[src/pkg/twe_consts.svh]
// timing counts and field positions for the two-wire memory host
`ifndef TWE_CONSTS_SVH
`define TWE_CONSTS_SVH

// system clock and serial clock rates in kHz
`define TWE_CLK_KHZ 50000
`define TWE_SCL_KHZ 100
// quarter of a serial clock period in system cycles, rounded up
`define TWE_QTR_CYC ((`TWE_CLK_KHZ + 4 * `TWE_SCL_KHZ - 1) / (4 * `TWE_SCL_KHZ))
// longest internal write duration in ms and in system cycles
`define TWE_WR_MS 10
`define TWE_WR_CYC (`TWE_WR_MS * `TWE_CLK_KHZ)
// index of the acknowledge slot within a nine-bit word
`define TWE_ACK_BIT 4'h8
// bit index of the last data bit before the acknowledge slot
`define TWE_LSB_BIT 4'h7
// reset level of the serial clock pin
`define TWE_SCL_RST 1'b1

`endif

[src/pkg/twe_pkg.sv]
// types shared by the two-wire memory host
package twe_pkg;

   // operations the host can run
   typedef enum logic [1:0]
   {
      OP_WRITE   = 2'h0,
      OP_READ    = 2'h1,
      OP_RECOVER = 2'h2
   } twe_op_t;

   // one command: operation, 7-bit word address, byte count minus one
   typedef struct packed
   {
      twe_op_t    op;
      logic [6:0] addr;
      logic [6:0] len_m1;
   } twe_cmd_t;

   // host sequencer states
   typedef enum logic [2:0]
   {
      ST_IDLE  = 3'h0,
      ST_START = 3'h1,
      ST_XFER  = 3'h2,
      ST_LOAD  = 3'h3,
      ST_STOP  = 3'h4,
      ST_RECOV = 3'h5
   } twe_state_t;

endpackage

[src/design/twe_host.sv]
// host controller driving a two-wire serial memory over its clock and data pins
// Notes on behaviour
// - data changes only while clock low
// - start is data falling, clock high
// - stop is data rising, clock high
// - receiver pulls data low in ninth clock
// - recovery: up to nine clocks, then start
// - byte write: address, write bit, one byte
// - stop after last byte starts internal write
// - page write sends up to 128 bytes
// - poll with address word until acknowledged; host stops with an error once its write timer is zero
// - byte read: address, read bit, eight bits
// - last read byte unacknowledged, then stop
// - host acknowledges each non-final read byte
// - no acknowledge plus stop ends read
`timescale 1ns/100ps
`include "twe_consts.svh"
module twe_host
   import twe_pkg::*;
#(
   parameter int unsigned WR_CYC = `TWE_WR_CYC
)
(
   // clock and reset
   input  logic       i_clk,
   input  logic       i_rst,
   // command port
   input  logic       i_cmd_valid,
   input  twe_cmd_t   i_cmd,
   output logic       o_busy,
   output logic       o_done,
   output logic       o_err,
   // write data stream
   input  logic [7:0] i_wdata,
   input  logic       i_wvalid,
   output logic       o_wready,
   // read data stream
   output logic [7:0] o_rdata,
   output logic       o_rvalid,
   // serial pins
   output logic       o_scl,
   input  logic       i_sda,
   output logic       o_sda_o,
   output logic       o_sda_oe_n
);

   // ----------------------------------------------------------------
   // declarations
   // ----------------------------------------------------------------
   logic       sda_s1_q;
   logic       sda_s2_q;
   twe_state_t st_q;
   twe_state_t nxt_word;
   logic [1:0] ph_q;
   logic [6:0] qcnt_q;
   logic [3:0] bit_q;
   logic [7:0] sh_q;
   logic       rx_q;
   logic       first_q;
   logic       acked_q;
   logic       retry_q;
   logic       err_q;
   logic       wpend_q;
   logic       rdok_q;
   twe_op_t    op_q;
   logic [6:0] addr_q;
   logic [6:0] left_q;
   logic [18:0] wt_q;
   logic       busy_q;
   logic       wreq_q;
   logic       done_q;
   logic       errp_q;
   logic       rvalid_q;
   logic [7:0] rdata_q;
   logic       scl_q;
   logic       scl_d;
   logic       sda_oe_n_q;
   logic       sda_oe_n_d;
   logic       sda_o_q;
   logic       tick;
   logic       ph_end;
   logic       smp;

   // ----------------------------------------------------------------
   // pin synchroniser and quarter-period timing
   // ----------------------------------------------------------------
   // two stages before any logic sees the data pin
   always_ff @(posedge i_clk)
   begin
      if (i_rst)
      begin
         sda_s1_q <= 1'b1;
         sda_s2_q <= 1'b1;
      end
      else
      begin
         sda_s1_q <= i_sda;
         sda_s2_q <= sda_s1_q;
      end
   end

   assign tick   = (qcnt_q == 7'(`TWE_QTR_CYC - 1));
   assign ph_end = tick && (ph_q == 2'h3);
   // sampling point: end of the first high quarter
   assign smp    = tick && (ph_q == 2'h1);

   // quarter counter, held while idle or waiting for data
   always_ff @(posedge i_clk)
   begin
      if (i_rst || st_q == ST_IDLE || st_q == ST_LOAD || tick)
         qcnt_q <= 7'h00;
      else
         qcnt_q <= qcnt_q + 7'h01;
   end

   // ----------------------------------------------------------------
   // sequencer
   // ----------------------------------------------------------------
   // what follows the acknowledge slot of a word
   always_comb
   begin
      nxt_word = ST_STOP;
      if (rx_q)
         nxt_word = (left_q == 7'h00) ? ST_STOP : ST_XFER;
      else if (!acked_q)
         nxt_word = ST_STOP;
      else if (first_q)
         nxt_word = (op_q == OP_READ) ? ST_XFER : ST_LOAD;
      else
         nxt_word = (left_q == 7'h00) ? ST_STOP : ST_LOAD;
   end

   // state, phase and bit position
   always_ff @(posedge i_clk)
   begin
      if (i_rst)
      begin
         st_q  <= ST_IDLE;
         ph_q  <= 2'h0;
         bit_q <= 4'h0;
      end
      else
      begin
         if (tick && st_q != ST_IDLE && st_q != ST_LOAD)
            ph_q <= ph_q + 2'h1;
         case (st_q)
            ST_IDLE:
               if (i_cmd_valid)
               begin
                  ph_q  <= 2'h0;
                  bit_q <= 4'h0;
                  st_q  <= (i_cmd.op == OP_RECOVER) ? ST_RECOV : ST_START;
               end
            ST_START:
               if (ph_end)
               begin
                  bit_q <= 4'h0;
                  st_q  <= (op_q == OP_RECOVER) ? ST_STOP : ST_XFER;
               end
            ST_XFER:
               if (ph_end)
               begin
                  if (bit_q != `TWE_ACK_BIT)
                     bit_q <= bit_q + 4'h1;
                  else
                  begin
                     bit_q <= 4'h0;
                     st_q  <= nxt_word;
                  end
               end
            ST_LOAD:
               if (wreq_q && i_wvalid)
                  st_q <= ST_XFER;
            ST_STOP:
               if (ph_end)
                  st_q <= retry_q ? ST_START : ST_IDLE;
            ST_RECOV:
               if (ph_end)
               begin
                  if (rdok_q || bit_q == `TWE_ACK_BIT)
                  begin
                     bit_q <= 4'h0;
                     st_q  <= ST_START;
                  end
                  else
                     bit_q <= bit_q + 4'h1;
               end
            default:
               st_q <= ST_IDLE;
         endcase
      end
   end

   // ----------------------------------------------------------------
   // word shifter and transfer bookkeeping
   // ----------------------------------------------------------------
   always_ff @(posedge i_clk)
   begin
      if (i_rst)
      begin
         sh_q     <= 8'h00;
         rx_q     <= 1'b0;
         first_q  <= 1'b0;
         acked_q  <= 1'b0;
         retry_q  <= 1'b0;
         err_q    <= 1'b0;
         wpend_q  <= 1'b0;
         rdok_q   <= 1'b0;
         op_q     <= OP_WRITE;
         addr_q   <= 7'h00;
         left_q   <= 7'h00;
         wreq_q   <= 1'b0;
         rdata_q  <= 8'h00;
         rvalid_q <= 1'b0;
      end
      else
      begin
         rvalid_q <= 1'b0;
         case (st_q)
            ST_IDLE:
               if (i_cmd_valid)
               begin
                  op_q    <= i_cmd.op;
                  addr_q  <= i_cmd.addr;
                  left_q  <= i_cmd.len_m1;
                  retry_q <= 1'b0;
                  err_q   <= 1'b0;
                  wpend_q <= 1'b0;
                  rdok_q  <= 1'b0;
               end
            ST_START:
               if (ph_end)
               begin
                  sh_q    <= {addr_q, op_q == OP_READ};
                  rx_q    <= 1'b0;
                  first_q <= 1'b1;
                  retry_q <= 1'b0;
               end
            ST_XFER:
            begin
               if (smp && bit_q == `TWE_ACK_BIT)
                  acked_q <= !sda_s2_q;
               else if (smp && rx_q)
                  sh_q <= {sh_q[6:0], sda_s2_q};
               if (ph_end && bit_q != `TWE_ACK_BIT && !rx_q)
                  sh_q <= {sh_q[6:0], 1'b0};
               if (ph_end && bit_q == `TWE_ACK_BIT)
               begin
                  first_q <= 1'b0;
                  if (rx_q)
                  begin
                     rdata_q  <= sh_q;
                     rvalid_q <= 1'b1;
                     if (left_q != 7'h00)
                        left_q <= left_q - 7'h01;
                  end
                  else if (!acked_q)
                  begin
                     retry_q <= first_q && (wt_q != 19'h00000);
                     err_q   <= !(first_q && (wt_q != 19'h00000));
                  end
                  else if (first_q)
                  begin
                     rx_q   <= (op_q == OP_READ);
                     wreq_q <= (op_q != OP_READ);
                  end
                  else if (left_q != 7'h00)
                  begin
                     left_q <= left_q - 7'h01;
                     wreq_q <= 1'b1;
                  end
                  else
                     wpend_q <= 1'b1;
               end
            end
            ST_LOAD:
               if (wreq_q && i_wvalid)
               begin
                  sh_q   <= i_wdata;
                  wreq_q <= 1'b0;
               end
            ST_RECOV:
               if (smp && sda_s2_q)
                  rdok_q <= 1'b1;
            default:
               wreq_q <= wreq_q;
         endcase
      end
   end

   // ----------------------------------------------------------------
   // internal write timer and command status
   // ----------------------------------------------------------------
   // timer runs from the stop
   always_ff @(posedge i_clk)
   begin
      if (i_rst)
         wt_q <= 19'h00000;
      else if (st_q == ST_STOP && ph_end && wpend_q)
         wt_q <= 19'(WR_CYC);
      else if (wt_q != 19'h00000)
         wt_q <= wt_q - 19'h00001;
   end

   // busy level, done pulse and error flag
   always_ff @(posedge i_clk)
   begin
      if (i_rst)
      begin
         busy_q <= 1'b0;
         done_q <= 1'b0;
         errp_q <= 1'b0;
      end
      else
      begin
         done_q <= 1'b0;
         if (st_q == ST_IDLE && i_cmd_valid)
         begin
            busy_q <= 1'b1;
            errp_q <= 1'b0;
         end
         else if (st_q == ST_STOP && ph_end && !retry_q)
         begin
            busy_q <= 1'b0;
            done_q <= 1'b1;
            errp_q <= err_q || (op_q == OP_RECOVER && !rdok_q);
         end
      end
   end

   // ----------------------------------------------------------------
   // pin drive
   // ----------------------------------------------------------------
   // clock and data levels for the current state and phase
   always_comb
   begin
      scl_d      = scl_q;
      sda_oe_n_d = sda_oe_n_q;
      case (st_q)
         ST_IDLE:
         begin
            scl_d      = 1'b1;
            sda_oe_n_d = 1'b1;
         end
         ST_START:
         begin
            scl_d      = (ph_q != 2'h3);
            sda_oe_n_d = (ph_q == 2'h0);
         end
         ST_XFER:
         begin
            scl_d = (ph_q == 2'h1) || (ph_q == 2'h2);
            if (ph_q == 2'h0)
            begin
               if (bit_q != `TWE_ACK_BIT)
                  sda_oe_n_d = rx_q || sh_q[7];
               else
                  sda_oe_n_d = !rx_q || (left_q == 7'h00);
            end
         end
         ST_LOAD:
            scl_d = 1'b0;
         ST_STOP:
         begin
            scl_d      = (ph_q != 2'h0);
            sda_oe_n_d = ph_q[1];
         end
         ST_RECOV:
         begin
            scl_d      = (ph_q == 2'h1) || (ph_q == 2'h2);
            sda_oe_n_d = 1'b1;
         end
         default:
         begin
            scl_d      = 1'b1;
            sda_oe_n_d = 1'b1;
         end
      endcase
   end

   // data pin only ever pulled low
   always_ff @(posedge i_clk)
   begin
      if (i_rst)
      begin
         scl_q      <= `TWE_SCL_RST;
         sda_oe_n_q <= 1'b1;
         sda_o_q    <= 1'b0;
      end
      else
      begin
         scl_q      <= scl_d;
         sda_oe_n_q <= sda_oe_n_d;
         sda_o_q    <= 1'b0;
      end
   end

   // outputs straight from flip-flops
   assign o_busy     = busy_q;
   assign o_done     = done_q;
   assign o_err      = errp_q;
   assign o_wready   = wreq_q;
   assign o_rdata    = rdata_q;
   assign o_rvalid   = rvalid_q;
   assign o_scl      = scl_q;
   assign o_sda_o    = sda_o_q;
   assign o_sda_oe_n = sda_oe_n_q;
endmodule

[config.mk]
export PLATFORM = sky130hd
export DESIGN_NAME = twe_host
export DESIGN_NICKNAME = d
export VERILOG_FILES = /design/src/pkg/twe_pkg.sv /design/src/design/twe_host.sv
export VERILOG_INCLUDE_DIRS = /design/src /design/src/pkg
export SDC_FILE = /design/constraint.sdc
export NUM_CORES = 1
export LEC_CHECK = 0
export BUFFER_PORTS_ARGS = -buffer_cell sky130_fd_sc_hd__clkbuf_2
export CORE_ASPECT_RATIO = 0.5
export CORE_UTILIZATION = 40
export CTS_CLUSTER_SIZE = 24
export DETAILED_ROUTE_END_ITERATION = 7
export HOLD_SLACK_MARGIN = 0.08
export PLACE_DENSITY = 0.54
export SYNTH_ARGS = -nofsm -noshare
export SYNTH_HDL_FRONTEND = slang
export SYNTH_SLANG_ARGS = --single-unit
export TNS_END_PERCENT = 50
[constraint.sdc]
create_clock -name i_clk -period 2.3 [get_ports i_clk]
set_clock_uncertainty 0.1 [all_clocks]
set_input_delay 0.46 -clock i_clk [delete_from_list [all_inputs] [get_ports i_clk]]
set_output_delay 0.46 -clock i_clk [all_outputs]
set_load 0.02 [all_outputs]
==> run summary <==
status: finished, final reports clean
Via density: 5.265
reg2reg end: sh_q[4]$_SDFFE_PP0P_
share of total power in combinational logic: 45.5%
pre-CTS setup slack: 180.3 ps
Ports: 45
via count: 3812
Fillers: 1047
Area growth syn-to-layout: 15.87%
Post-synth top flop: dfxtp_1
Tightest Pin Transition: 654.7 ps
CP bufs+invs: 2
I/O Buffers: 43
Cell Rows: 26
Int Power: 3.601 mW
DIE WIDTH: 149.5 um
peak supply drop: 0.7171 mV
crit path launch type: register
total power: 6.174 mW
Seq pwr share: 32.6%
initial antenna violation count: 0
DPL Wire Length: 8.020 mm
Post-Syn Instances: 532
area of the mapped netlist: 0.004353 sq mm
RSZ-0062 raised after global routing: no
sequential area share after synthesis: 38.17%
Hold Crit Start: i_sda
Initial Util: 41.95%
NetSw: 2.573 mW
Hold Path Depth: 2
slowest stage delay, CP: 400 ps
Ant. Diodes: 0
Clk pwr share: 21.8%
syn_nets: 571
largest area contributor in the netlist: dfxtp_1
H-tree depth: 3
sw frac: 41.67%
endpoints failing setup: 0
gr usage total: 20.20%
largest cells by area after synthesis: dfxtp_1 (38%), mux2i_1 (7.1%), nor2_1 (5.9%)
slowest CP cell: dfxtp_1
R2R Setup Slk: 220 ps
CP Cell Sequence: inv_1, ha_1, and3b_1, o21ai_1, o2111a_1, buf_4, mux2i_1, nor2_1
number of max-cap violations: 0
vias in the first global route: 3466
WP data arrival: 2190 ps
period utilization: 90.46%
worst-path fanout max: 9
commonest cells after routing, fill and taps aside: dfxtp_1 (83), nor2_1 (68), nand2_1 (50), clkbuf_2 (43), a21oi_1 (41)
CTS Buf Count: 9
DRC Markers: 0
Async S/R FF share, synth: 0%
final wirelength: 10.88 mm
Pre-antenna DRT Iters: 4
max-slew violations: 0
R2R Path Start: bit_q[0]$_SDFFE_PP0P_
final net count: 618
Clock Pin Slew Worst Setup and Hold Paths: 60 ps
Post-synth EDFFs: 0
Pleak: 2.023 nW
setup TNS: 0 ps
hold buffers post-CTS: 0
Worst Slack Setup Final: 219.4 ps
worst skew pair latency: 340 ps
Yosys cell types: 65
fmax: 480.6 MHz
share of cells above drive strength 1: 16.95%
first-pass GRT wire length: 17.66 mm
violation count after the first detailed-route iteration: 179
Crit. End Element: register
clk sinks: 83
die area: 0.01133 sq mm
fin crit period: 2081 ps
#FFs+latches synth: 83
die span in y: 75.77 um
RePlAce Congestion: 0.8930
antenna-violating nets left: 0
WS Path Type: reg2reg
most common cell after layout, fill and taps aside: dfxtp_1
CTS root buf: clkbuf_16
reg2reg path depth: 8
clk buf depth: 2
Worst Hold Class: in2reg
wire per inst: 15.03 um
gr ovfl total: 0
largest net degree at the start of global routing: 41
synth warn: 0
post-synth top area share: 38.17%
final hold violation count: 0
Pwr Density: 1224 mW/mm^2
Avg Inst Size Synth: 8.182 sq um
Placed Cells: 708
CP required: 2410 ps
CP top delay family: compound AO/OA/AOI/OAI gates
WHS Endpoint: sda_s1_q$_SDFF_PP1_
max_slew headroom: 56.02%
Finished Layout Cells: 724
area of the core: 0.01038 sq mm
CTS tree: built
==> power groups by stage <==
stage	Sequential [mW]	Clock (mW)	Combinational, mW
detailed placement	2.04	0	2.78
floorplan	1.98	0	2.10
finish	2.01	1.35	2.81
global placement	2.04	0	2.77
global route	2.06	1.46	3.16
CTS	2.01	1.39	2.80
==> registers in the layout (all words and copies together) (netlist names), 2 cells and up <==
signal	count
wt_q	19
o_rdata	8
sh_q	8
addr_q	7
left_q	7
qcnt_q	7
bit_q	4
st_q	3
op_q	2
ph_q	2
==> cells by family after synthesis <==
family                   share of synthesized area (%)
AO/OA/AOI/OAI                                    17.30
XOR/XNOR                                         3.219
adder cells (fa/ha/maj)                          2.874
buffers and inverters                            5.058
flip-flops                                       38.17
multiplexers                                     7.129
other                                          0.08615
AND/OR/NAND/NOR                                  26.16
==> worst max-delay path by stage <==
stage / start / endpoint / slack, ps / depth (start not counted)
floorplan: wt_q[0]$_SDFFE_PP0P_ / wt_q[6]$_SDFFE_PP0P_ / 380 / 8
global placement: bit_q[0]$_SDFFE_PP0P_ / sh_q[2]$_SDFFE_PP0P_ / 210 / 8
detailed placement: left_q[0]$_SDFFE_PP0P_ / left_q[2]$_SDFFE_PP0P_ / 180 / 8
CTS: left_q[0]$_SDFFE_PP0P_ / left_q[2]$_SDFFE_PP0P_ / 160 / 8
global route: wt_q[0]$_SDFFE_PP0P_ / wt_q[6]$_SDFFE_PP0P_ / 30 / 7
finish: bit_q[0]$_SDFFE_PP0P_ / sh_q[4]$_SDFFE_PP0P_ / 220 / 8
==> final cells by class <==
type / instances / area (sq um) / share of cell area (%)
well taps: 140 / 175.2 / 3.473
repair buffers: 65 / 380.4 / 7.542
flip-flops and latches: 83 / 1662 / 32.94
inverters: 18 / 67.56 / 1.340
clock buffers: 9 / 225.2 / 4.465
clock inverters: 7 / 51.30 / 1.017
multi-input cells: 402 / 2482 / 49.22
==> through the flow <==
stage	hold WS [ps]	cell area, sq um	util, %
floorplan	289.5	4353	-
global placement	298.4	4756	45.83
detailed placement	306.0	4756	45.83
CTS	201.9	5032	48.49
global route	208.6	5044	48.60
finish	212.7	5044	48.60
==> cell usage after synthesis, types with 7 or more instances <==
| library cell | count |
|---|---|
| or3_1 | 8 |
| mux2i_1 | 31 |
| nor2_1 | 68 |
| xnor2_1 | 8 |
| inv_1 | 18 |
| nand3_1 | 17 |
| dfxtp_1 | 83 |
| xor2_1 | 8 |
| buf_2 | 7 |
| nor2b_1 | 14 |
| clkbuf_1 | 15 |
| a21oi_1 | 41 |
| nand2b_1 | 14 |
| ha_1 | 10 |
| nor3_1 | 13 |
| o31ai_1 | 7 |
| nand2_1 | 50 |
| o21ai_0 | 28 |
==> metal layers <==
| layer | global-route usage [%] | wire length [um] | up-vias |
|---|---|---|---|
| met5 | 0 | 0 | - |
| met4 | 4.989 | 69 | 0 |
| met3 | 4.731 | 522 | 6 |
| met2 | 31.02 | 4526 | 68 |
| met1 | 28.59 | 5764 | 1768 |
| li1 | - | - | 1970 |
==> timing repair <==
action / CTS / global route
endpoints found under the hold margin: 0 / 0
endpoints found under the setup margin: 0 / 6
setup buffers: 0 / 0
resized for setup: 0 / 3
Note: power is estimated with default switching activity, not from simulation.
